### config.mk
export PLATFORM = sky130hd
export DESIGN_NAME = cyclic_io_device_flat
export DESIGN_NICKNAME = d
export VERILOG_FILES = /design/src/cyclic_io_pkg.sv /design/src/cyclic_io_if.sv /design/src/triple_rotor.sv /design/src/cyclic_io_device.sv /design/src/flat_wrapper.sv
export SDC_FILE = /design/constraint.sdc
export NUM_CORES = 1
export LEC_CHECK = 0
export BUFFER_PORTS_ARGS = -buffer_cell sky130_fd_sc_hd__buf_2
export CAP_MARGIN = 20
export CORE_MARGIN = 5
export CORE_UTILIZATION = 56
export DETAILED_ROUTE_END_ITERATION = 10
export MAX_ROUTING_LAYER = met4
export PLACE_DENSITY_LB_ADDON = 0.05
export REMOVE_ABC_BUFFERS = 1
export SLEW_MARGIN = 20
export SYNTH_ARGS = -nofsm -noshare
export SYNTH_HDL_FRONTEND = slang
export SYNTH_SLANG_ARGS = --single-unit
### constraint.sdc
create_clock -name core_clk -period 5.8 [get_ports core_clk]
set_input_delay 1.16 -clock core_clk [delete_from_list [all_inputs] [get_ports core_clk]]
set_output_delay 1.16 -clock core_clk [all_outputs]
set_load 0.02 [all_outputs]
### src/cyclic_io_pkg.sv
// constants shared by the cyclic exchange buffer manager and its application end
//
// Behaviour
// - received outputs fill D, then move to N
// - output advance read moves N to U if new
// - newer output buffer replaces waiting N buffer
// - reset, drop, clear, await-params zero D to N
// - advance read bit 3 flags zeroed buffer
// - output hold keeps D until sync/unsync
// - output state cell reports F,U,N,D fields
// - advance read: U index, bit 2 new
// - application zeroes U output buffer at init
// - application zeroes enlarged bytes in N itself
// - inputs sent from D, N moved first if new
// - submit read moves U to N, returns U
// - input hold: no exchange before send
// - input state cell reports F,U,N,D fields
// - exchange state after acks; app submits first input
// - 16-bit alive counter reloaded, decremented per telegram
// - counter zero: await parameters, drop master
// - rearm bit reloads counter, then clears itself
// - application sets rearm cyclically and at power-up
// - global clear zeroes D, moves to N
// - freeze moves N to D and holds
package cyclic_io_pkg;
  localparam logic [7:0] ADDR_IN_POS = 8'h08;
  localparam logic [7:0] ADDR_IN_SUBMIT = 8'h09;
  localparam logic [7:0] ADDR_OUT_POS = 8'h0A;
  localparam logic [7:0] ADDR_OUT_ADVANCE = 8'h0B;
  localparam int BIT_NEW_U = 2;
  localparam int BIT_CLEARED = 3;
  localparam logic [1:0] BUF_NIL = 2'h0;
  localparam logic [15:0] ALIVE_RESET = 16'h0000;
  localparam logic [7:0] CELL_RESET = 8'h00;
  // APB registers of the application end
  localparam logic [11:0] APB_CTRL = 12'h000;
  localparam logic [11:0] APB_STATUS = 12'h004;
  localparam logic [11:0] APB_RESULT = 12'h008;
  localparam int CTRL_ADVANCE = 0;
  localparam int CTRL_SUBMIT = 1;
  localparam int CTRL_REARM = 2;
  localparam int CTRL_READ_OUT_POS = 3;
  localparam int CTRL_READ_IN_POS = 4;
  localparam int CTRL_ALIVE_LOAD = 5;
  localparam int CTRL_ALIVE_SHIFT = 16;
endpackage

### src/cyclic_io_if.sv
// link between buffer manager and its application processor end
`timescale 1ns/1ns
interface cyclic_io_if;
  logic rd_req;
  logic [7:0] rd_addr;
  logic rd_ack;
  logic [7:0] rd_data;
  logic rearm_set;
  logic [15:0] alive_reload;
  modport device (input rd_req, input rd_addr, output rd_ack, output rd_data,
    input rearm_set, input alive_reload);
  modport app (output rd_req, output rd_addr, input rd_ack, input rd_data,
    output rearm_set, output alive_reload);
endinterface

### src/triple_rotor.sv
// three-buffer position tracker, F/U/N/D slots with atomic moves
`timescale 1ns/1ns
module triple_rotor
  import cyclic_io_pkg::*;
(
  input wire logic core_clk,
  input wire logic nrst,
  input wire logic d_to_n,
  input wire logic n_to_d,
  input wire logic n_to_u,
  input wire logic u_to_n,
  input wire logic d_to_n_cleared,
  output logic [1:0] pos_f,
  output logic [1:0] pos_u,
  output logic [1:0] pos_n,
  output logic [1:0] pos_d,
  output logic n_cleared
);
  // one index register per position; a move passes indices among two or three slots, never duplicates
  always_ff @(posedge core_clk or negedge nrst) begin
    if (!nrst) begin
      pos_f <= 2'h3;
      pos_u <= 2'h1;
      pos_n <= BUF_NIL;
      pos_d <= 2'h2;
      n_cleared <= 1'b0;
      // third buffer starts free
    end else if (d_to_n) begin
      // newer buffer replaces older waiting one, old becomes the new D
      pos_n <= pos_d;
      pos_d <= (pos_n != BUF_NIL) ? pos_n : pos_f;
      if (pos_n == BUF_NIL) begin
        pos_f <= BUF_NIL;
      end
      n_cleared <= d_to_n_cleared;
    end else if (n_to_d && pos_n != BUF_NIL) begin
      pos_f <= pos_d;
      pos_d <= pos_n;
      pos_n <= BUF_NIL;
    end else if (n_to_u && pos_n != BUF_NIL) begin
      pos_f <= pos_u;
      pos_u <= pos_n;
      pos_n <= BUF_NIL;
    end else if (u_to_n) begin
      // stale waiting buffer becomes the new U
      pos_n <= pos_u;
      pos_u <= (pos_n != BUF_NIL) ? pos_n : pos_f;
      if (pos_n == BUF_NIL) begin
        pos_f <= BUF_NIL;
      end
    end
  end
  // the index codes 1 to 3 only work if nil is the all-zero code
  if (BUF_NIL != 2'h0) begin : g_bad_nil
    $error("nil code must be zero");
  end
endmodule // triple_rotor

### src/cyclic_io_device.sv
// buffer manager: output/input triple buffers, hold modes and alive counter
`timescale 1ns/1ns
module cyclic_io_device
  import cyclic_io_pkg::*;
(
  input wire logic core_clk,
  input wire logic nrst,
  cyclic_io_if.device link,
  input wire logic out_telegram_ok,
  input wire logic in_send_request,
  input wire logic exchange_telegram,
  input wire logic sync_cmd,
  input wire logic unsync_cmd,
  input wire logic freeze_cmd,
  input wire logic clear_cmd,
  input wire logic master_lost,
  input wire logic enter_await_params,
  input wire logic params_acked,
  input wire logic out_hold_enable,
  input wire logic in_hold_enable,
  output logic output_received_event,
  output logic zero_d_buffer,
  output logic [1:0] out_d_index,
  output logic [1:0] in_d_index,
  output logic cyclic_exchange_state,
  output logic drop_master,
  output logic [15:0] app_alive_counter
);
  // output rotor slots
  logic [1:0] of;
  logic [1:0] ou;
  logic [1:0] on;
  logic [1:0] od;
  // input rotor slots
  logic [1:0] inf;
  logic [1:0] inu;
  logic [1:0] inn;
  logic [1:0] ind;
  logic on_cleared;
  logic out_held;
  logic in_frozen;
  logic app_alive_rearm;
  logic u_cleared;
  logic started;
  logic [7:0] next_rd_data;

  // flag bits must sit above the 2-bit index field and inside the byte
  if (BIT_NEW_U < 2 || BIT_CLEARED < 2 || BIT_NEW_U > 7 || BIT_CLEARED > 7
      || BIT_NEW_U == BIT_CLEARED) begin : g_bad_bits
    $error("status bits overlap the buffer index field");
  end

  wire exchange_seen = cyclic_exchange_state && exchange_telegram;
  wire alive_hit_one = app_alive_counter == 16'h0001;
  // expiry only on the decrement that reaches zero; a pending rearm reloads instead
  wire alive_expired = exchange_seen && !app_alive_rearm && alive_hit_one;
  // power-on push lasts exactly the first edge after reset release
  wire power_on = !started;
  wire zero_event = power_on || master_lost || clear_cmd || enter_await_params
    || alive_expired;
  wire rd_adv = link.rd_req && link.rd_addr == ADDR_OUT_ADVANCE;
  wire rd_sub = link.rd_req && link.rd_addr == ADDR_IN_SUBMIT;
  wire out_fresh = out_telegram_ok && !out_hold_enable;
  wire out_hold_fill = out_telegram_ok && out_hold_enable;
  wire out_release = out_held && (sync_cmd || unsync_cmd);
  // zeroed D pushed to N on any drop or clear
  wire out_push = zero_event || out_fresh || out_release;
  // a push in the same cycle wins, so the read reports no move
  wire out_adv_ok = rd_adv && !out_push && on != BUF_NIL;
  // hold mode blocks the exchange before sending
  wire in_send_take = in_send_request && !in_hold_enable && !in_frozen;
  // freeze takes N once, then holds
  wire in_take = in_send_take || freeze_cmd;
  wire in_submit = rd_sub && !in_take;
  // new U after a submit: the stale waiting buffer if any, else the free one
  wire [1:0] next_in_u = (inn != BUF_NIL) ? inn : inf;

  triple_rotor out_rot (
    .core_clk(core_clk),
    .nrst(nrst),
    .d_to_n(out_push),
    .n_to_d(1'b0),
    .n_to_u(out_adv_ok),
    .u_to_n(1'b0),
    .d_to_n_cleared(zero_event),
    .pos_f(of),
    .pos_u(ou),
    .pos_n(on),
    .pos_d(od),
    .n_cleared(on_cleared)
  );
  // input side never zeroes, so its cleared mark is left open
  triple_rotor in_rot (
    .core_clk(core_clk),
    .nrst(nrst),
    .d_to_n(1'b0),
    .n_to_d(in_take),
    .n_to_u(1'b0),
    .u_to_n(in_submit),
    .d_to_n_cleared(1'b0),
    .pos_f(inf),
    .pos_u(inu),
    .pos_n(inn),
    .pos_d(ind),
    .n_cleared()
  );

  // command-cell answers reflect U after the move of the same cycle; state cells show positions before it
  always_comb begin
    next_rd_data = CELL_RESET;
    unique case (link.rd_addr)
      ADDR_IN_POS: next_rd_data = {inf, inu, inn, ind};
      ADDR_OUT_POS: next_rd_data = {of, ou, on, od};
      ADDR_IN_SUBMIT: next_rd_data = {6'h00, in_submit ? next_in_u : inu};
      ADDR_OUT_ADVANCE: begin
        next_rd_data[1:0] = out_adv_ok ? on : ou;
        next_rd_data[BIT_NEW_U] = out_adv_ok;
        next_rd_data[BIT_CLEARED] = out_adv_ok ? on_cleared : u_cleared;
      end
      default: next_rd_data = CELL_RESET;
    endcase
  end

  // answer one cycle after each request cycle; move and answer share an edge
  always_ff @(posedge core_clk or negedge nrst) begin
    if (!nrst) begin
      link.rd_ack <= 1'b0;
      link.rd_data <= CELL_RESET;
    end else begin
      link.rd_ack <= link.rd_req;
      link.rd_data <= next_rd_data;
    end
  end

  always_ff @(posedge core_clk or negedge nrst) begin
    if (!nrst) begin
      started <= 1'b0;
    end else begin
      started <= 1'b1;
    end
  end

  // zeroed mark follows the buffer into U and stays until the next move
  always_ff @(posedge core_clk or negedge nrst) begin
    if (!nrst) begin
      u_cleared <= 1'b0;
    end else if (out_adv_ok) begin
      u_cleared <= on_cleared;
    end
  end

  always_ff @(posedge core_clk or negedge nrst) begin
    if (!nrst) begin
      output_received_event <= 1'b0;
      zero_d_buffer <= 1'b0;
      drop_master <= 1'b0;
    end else begin
      output_received_event <= out_telegram_ok;
      zero_d_buffer <= zero_event;
      drop_master <= alive_expired;
    end
  end

  // a telegram in hold wins over a release in the same cycle
  always_ff @(posedge core_clk or negedge nrst) begin
    if (!nrst) begin
      out_held <= 1'b0;
    end else if (out_hold_fill) begin
      out_held <= 1'b1;
    end else if (sync_cmd || unsync_cmd) begin
      out_held <= 1'b0;
    end
  end

  // frozen until hold mode is left; a new freeze re-takes N
  always_ff @(posedge core_clk or negedge nrst) begin
    if (!nrst) begin
      in_frozen <= 1'b0;
    end else if (freeze_cmd) begin
      in_frozen <= 1'b1;
    end else if (!in_hold_enable) begin
      in_frozen <= 1'b0;
    end
  end

  always_ff @(posedge core_clk or negedge nrst) begin
    if (!nrst) begin
      cyclic_exchange_state <= 1'b0;
    end else if (zero_event) begin
      cyclic_exchange_state <= 1'b0;
    end else if (params_acked) begin
      cyclic_exchange_state <= 1'b1;
    end
  end

  // counter parks at zero; only a rearm brings it back
  always_ff @(posedge core_clk or negedge nrst) begin
    if (!nrst) begin
      app_alive_counter <= ALIVE_RESET;
    end else if (exchange_seen) begin
      if (app_alive_rearm) begin
        app_alive_counter <= link.alive_reload;
      end else if (app_alive_counter != 16'h0000) begin
        app_alive_counter <= app_alive_counter - 16'h0001;
      end
    end
  end

  // set from the application wins over hardware clear
  always_ff @(posedge core_clk or negedge nrst) begin
    if (!nrst) begin
      app_alive_rearm <= 1'b0;
    end else if (link.rearm_set) begin
      app_alive_rearm <= 1'b1;
    end else if (exchange_seen) begin
      app_alive_rearm <= 1'b0;
    end
  end

  assign out_d_index = od;
  assign in_d_index = ind;
endmodule // cyclic_io_device

### src/flat_wrapper.sv
// flat-port wrapper written by rule: the top's interface ports become plain ports
module cyclic_io_device_flat import cyclic_io_pkg::*;
  (core_clk, nrst, out_telegram_ok, in_send_request, exchange_telegram, sync_cmd, unsync_cmd, freeze_cmd, clear_cmd, master_lost, enter_await_params, params_acked, out_hold_enable, in_hold_enable, output_received_event, zero_d_buffer, out_d_index, in_d_index, cyclic_exchange_state, drop_master, app_alive_counter, link_rd_req, link_rd_addr, link_rd_ack, link_rd_data, link_rearm_set, link_alive_reload);
  cyclic_io_if link_i ();
  input wire logic core_clk;
  input wire logic nrst;
  input wire logic out_telegram_ok;
  input wire logic in_send_request;
  input wire logic exchange_telegram;
  input wire logic sync_cmd;
  input wire logic unsync_cmd;
  input wire logic freeze_cmd;
  input wire logic clear_cmd;
  input wire logic master_lost;
  input wire logic enter_await_params;
  input wire logic params_acked;
  input wire logic out_hold_enable;
  input wire logic in_hold_enable;
  output logic output_received_event;
  output logic zero_d_buffer;
  output logic [1:0] out_d_index;
  output logic [1:0] in_d_index;
  output logic cyclic_exchange_state;
  output logic drop_master;
  output logic [15:0] app_alive_counter;
  input wire logic [$bits(link_i.rd_req)-1:0] link_rd_req;
  input wire logic [$bits(link_i.rd_addr)-1:0] link_rd_addr;
  output wire logic [$bits(link_i.rd_ack)-1:0] link_rd_ack;
  output wire logic [$bits(link_i.rd_data)-1:0] link_rd_data;
  input wire logic [$bits(link_i.rearm_set)-1:0] link_rearm_set;
  input wire logic [$bits(link_i.alive_reload)-1:0] link_alive_reload;
  assign link_i.rd_req = link_rd_req;
  assign link_i.rd_addr = link_rd_addr;
  assign link_rd_ack = link_i.rd_ack;
  assign link_rd_data = link_i.rd_data;
  assign link_i.rearm_set = link_rearm_set;
  assign link_i.alive_reload = link_alive_reload;
  cyclic_io_device u_core (.core_clk(core_clk), .nrst(nrst), .link(link_i), .out_telegram_ok(out_telegram_ok), .in_send_request(in_send_request), .exchange_telegram(exchange_telegram), .sync_cmd(sync_cmd), .unsync_cmd(unsync_cmd), .freeze_cmd(freeze_cmd), .clear_cmd(clear_cmd), .master_lost(master_lost), .enter_await_params(enter_await_params), .params_acked(params_acked), .out_hold_enable(out_hold_enable), .in_hold_enable(in_hold_enable), .output_received_event(output_received_event), .zero_d_buffer(zero_d_buffer), .out_d_index(out_d_index), .in_d_index(in_d_index), .cyclic_exchange_state(cyclic_exchange_state), .drop_master(drop_master), .app_alive_counter(app_alive_counter));
endmodule
==> out/qor.yml <==
run_status: "complete, no violations"
post-route-period-util_pct: 57.55
synth-seq-cells: 51
dpl.hpwl_microns: 4717
clk_pin_slew_ps: 100
synthesized_instance_count: 274
tritoncts_clock_tree: "done"
syn-mean-instance-area_sq_um: 9.558
grt_use_total_pct: 21.81
floorplan.initialDensity_pct: 58.92
layout.cells.most_common: "sky130_fd_sc_hd__buf_2"
postCtsHoldBufs: 0
ys_seq_area_share_pct: 49.12
cp_num_buf_inv: 1
standby_leakage_power_nw: 1.456
timing.final.hold_violations: 0
detail_route.iter0.violations: 176
fin_nets: 387
arrival_ps: 3540
ant_nets: 0
critical_path_class: "in -> reg"
routed_via_density: 5.995
ir_worst_vdd_mv: 0.1799
setup.worst_path.start_class: "primary input"
power.switching_fraction_pct: 36.14
switching_power_mw: 0.3309
h-tree-depth: 2
grt_start_max_net_pins: 52
floorplan.die.height_microns: 78.39
async_flop_share_pct: 100.0
worst_hold_startpoint: "u_core.in_frozen"
p_int_mw: 0.5848
gp_congestion: 0.9089
portion_of_total_power_attributed_to_combinational_logic_pct: 26.9
pwr-share-clk_pct: 22.0
maxClockFrequency_ghz: 0.2996
synthFlopType: "sky130_fd_sc_hd__dfrtp_1"
core-area_sq_um: 4444
clock_sink_count: 51
route.detailed.drc: 0
crit_path_end_kind: "flop"
area.growth.synth_to_final_pct: 18.44
row_count: 24
synth_warnings: 0
yosys-top-cells-area: "sky130_fd_sc_hd__dfrtp_1 (41%), sky130_fd_sc_hd__dfstp_2 (8.0%), sky130_fd_sc_hd__o21ai_0 (5.4%), sky130_fd_sc_hd__mux2i_1 (3.8%), sky130_fd_sc_hd__nand2_1 (3.3%)"
worst_tran_pin_value_ps: 930.1
timing.reg2reg.setup_slack_ps: 3350
insertion_delay_of_the_later_clocked_pin_in_the_worst_skew_pair_ps: 310
post-cts-setup-buffers: 0
whs_path_depth: 1
path_delay_family: "simple AND/OR/NAND/NOR gates"
critical_path.max_stage_delay_ps: 580
num_vias: 2380
post_drt_wl_per_cell_microns: 16.24
port-buffer-count: 72
global_route.overflow_total: 0
final_layout_size_suffix_gt1_share_pct: 30.43
grt_setup_unrepaired: "false"
crit_path_cell_trace: "buf_2 > or4b_4 > or4_4 > a311oi_4 > mux2_2 > a211o_1"
max_cap_violations: 0
final_core_utilization_pct: 69.79
edff_count_synth: 0
worst_hold_endpoint: "u_core.in_frozen"
power_density_nw_per_um2: 295.2
antenna_cells: 0
io_pins: 73
total_die_area_sq_um: 6144
post-synth-top-area-fraction_pct: 41.09
cts_root_buffer: "sky130_fd_sc_hd__clkbuf_8"
synth.lib_cells_used.distinct: 53
grt_pass1_vias: 2205
mapped_cell_area_sq_um: 2619
routed_wl_microns: 6448
cts_max_path_buffers: 2
hold_path.class: "reg -> reg"
rr_worst_depth: 7
synth_top_area_cell: "sky130_fd_sc_hd__dfrtp_1"
slowest_stage: "sky130_fd_sc_hd__or4_4"
final.min_clock_period_ps: 3338
p_seq_share_pct: 51.1
critPathMaxFanout: 6
finClkSkew_ps: 8.305
finalSetupViolCount: 0
slew-limit-headroom_pct: 37.86
die_width_microns: 78.39
post_cts_resize_count: 0
finalSetupTns_ps: 0
antenna_found_initial: 0
required_ps: 6000
regToRegStartpoint: "u_core.app_alive_counter[0]"
drt_first_pass_iters: 5
cts_made_buffers: 5
timing.final.max_slew_violations: 0
layout.cells.most_common_list: "sky130_fd_sc_hd__buf_2 (72), sky130_fd_sc_hd__dfrtp_1 (43), sky130_fd_sc_hd__o21ai_0 (28)"
crit-reg2reg-capture: "u_core.app_alive_counter[10]"
first_pass_grt_wire_length_microns: 10410
==> registers in the layout, summed over array words and instances, names as in the netlist, 2 cells and up <==
| register | cells |
|---|---|
| u_core.app_alive_counter | 16 |
| u_core.in_rot.pos_n | 2 |
| u_core.out_rot.pos_n | 2 |
| u_core.out_rot.pos_d | 2 |
| u_core.in_rot.pos_d | 2 |
| u_core.in_rot.pos_f | 2 |
| u_core.in_rot.pos_u | 2 |
| u_core.out_rot.pos_f | 2 |
| u_core.link.rd_data | 8 |
| u_core.out_rot.pos_u | 2 |
==> cell usage after synthesis, types with 3 or more instances <==
master                     number
sky130_fd_sc_hd__a21o_1         5
sky130_fd_sc_hd__a21oi_1       16
sky130_fd_sc_hd__a22oi_1        4
sky130_fd_sc_hd__a31oi_1        3
sky130_fd_sc_hd__clkbuf_1      11
sky130_fd_sc_hd__dfrtp_1       43
sky130_fd_sc_hd__dfstp_2        8
sky130_fd_sc_hd__ha_1           3
sky130_fd_sc_hd__inv_1         15
sky130_fd_sc_hd__mux2i_1       10
sky130_fd_sc_hd__nand2_1       23
sky130_fd_sc_hd__nand2b_1       3
sky130_fd_sc_hd__nand3_1       13
sky130_fd_sc_hd__nor2_1        18
sky130_fd_sc_hd__nor2b_1        3
sky130_fd_sc_hd__nor3_1         6
sky130_fd_sc_hd__nor3b_1        3
sky130_fd_sc_hd__nor4_1         5
sky130_fd_sc_hd__o21ai_0       28
sky130_fd_sc_hd__o22ai_1        8
sky130_fd_sc_hd__or2_2          7
==> cell families (layout without fill, tap and decap cells) <==
logic type / count (synthesis) / after routing / synth area share, %
adders and majority gates: 3 / 3 / 1.434
buffers and inverters: 27 / 98 / 3.870
DFF: 51 / 51 / 49.12
other: 1 / 1 / 0.1432
and+or+nand+nor: 95 / 95 / 19.45
muxes: 13 / 13 / 5.256
AOI/OAI and AO/OA: 84 / 84 / 20.74
==> worst max path at each step <==
| stage | from | endpoint | slack (ps) | cells after the start |
|---|---|---|---|---|
| after floorplan | link_rd_addr[2] | u_core.link.rd_data[0] | 2360 | 5 |
| after global placement | link_rd_addr[2] | u_core.link.rd_data[0] | 2190 | 6 |
| after detailed placement | link_rd_addr[2] | u_core.link.rd_data[0] | 2150 | 6 |
| after CTS | link_rd_addr[2] | u_core.link.rd_data[0] | 2470 | 6 |
| after global routing | link_rd_addr[2] | u_core.link.rd_data[0] | 2440 | 6 |
| final | link_rd_addr[2] | u_core.link.rd_data[0] | 2460 | 6 |
==> final cells by class <==
cell class	count	area, sq um
clock inverter	3	15.01
fill	379	1343
timing repair buffer	74	375.4
clock buffer	5	68.82
multi-input combinational	196	1231
inverter	16	60.06
tap	52	65.06
sequential	51	1286
==> routing by layer <==
metal | vias to the layer above | GRT usage [%] | wire length, microns
li1 | 1143 | - | -
met4 | 0 | 6.469 | 93
met1 | 1108 | 30.83 | 2958
met5 | - | - | 0
met2 | 116 | 31.76 | 2839
met3 | 13 | 4.577 | 557
==> through the flow <==
stage	setup WS, ps	total power, mW	hold WS (ps)	cell area, sq um	cells
after CTS	2474	0.9199	497.6	3102	397
after detailed placement	2151	0.7202	477.1	3018	389
after global placement	2194	0.7123	463.1	3018	389
after floorplan	2361	0.6217	454.2	2577	263
after global routing	2437	0.9718	514.7	3102	397
final	2462	0.9157	497.2	3102	397
==> worst reg2reg max path, stage by stage, from the launching register on <==
cell	delay (ps)
sky130_fd_sc_hd__dfrtp_1	450
sky130_fd_sc_hd__inv_1	120
sky130_fd_sc_hd__ha_1	180
sky130_fd_sc_hd__nor3b_1	760
sky130_fd_sc_hd__nand3_1	210
sky130_fd_sc_hd__a2111oi_0	430
sky130_fd_sc_hd__a21oi_1	80
sky130_fd_sc_hd__o21ai_0	150
==> power groups by stage <==
stage	Combinational, mW	Clock [mW]	Sequential, mW
final	0.246	0.201	0.468
after global routing	0.271	0.224	0.477
after CTS	0.247	0.205	0.467
after detailed placement	0.246	0	0.474
after floorplan	0.114	0	0.508
after global placement	0.240	0	0.472
(Power assumes the default switching activity.)
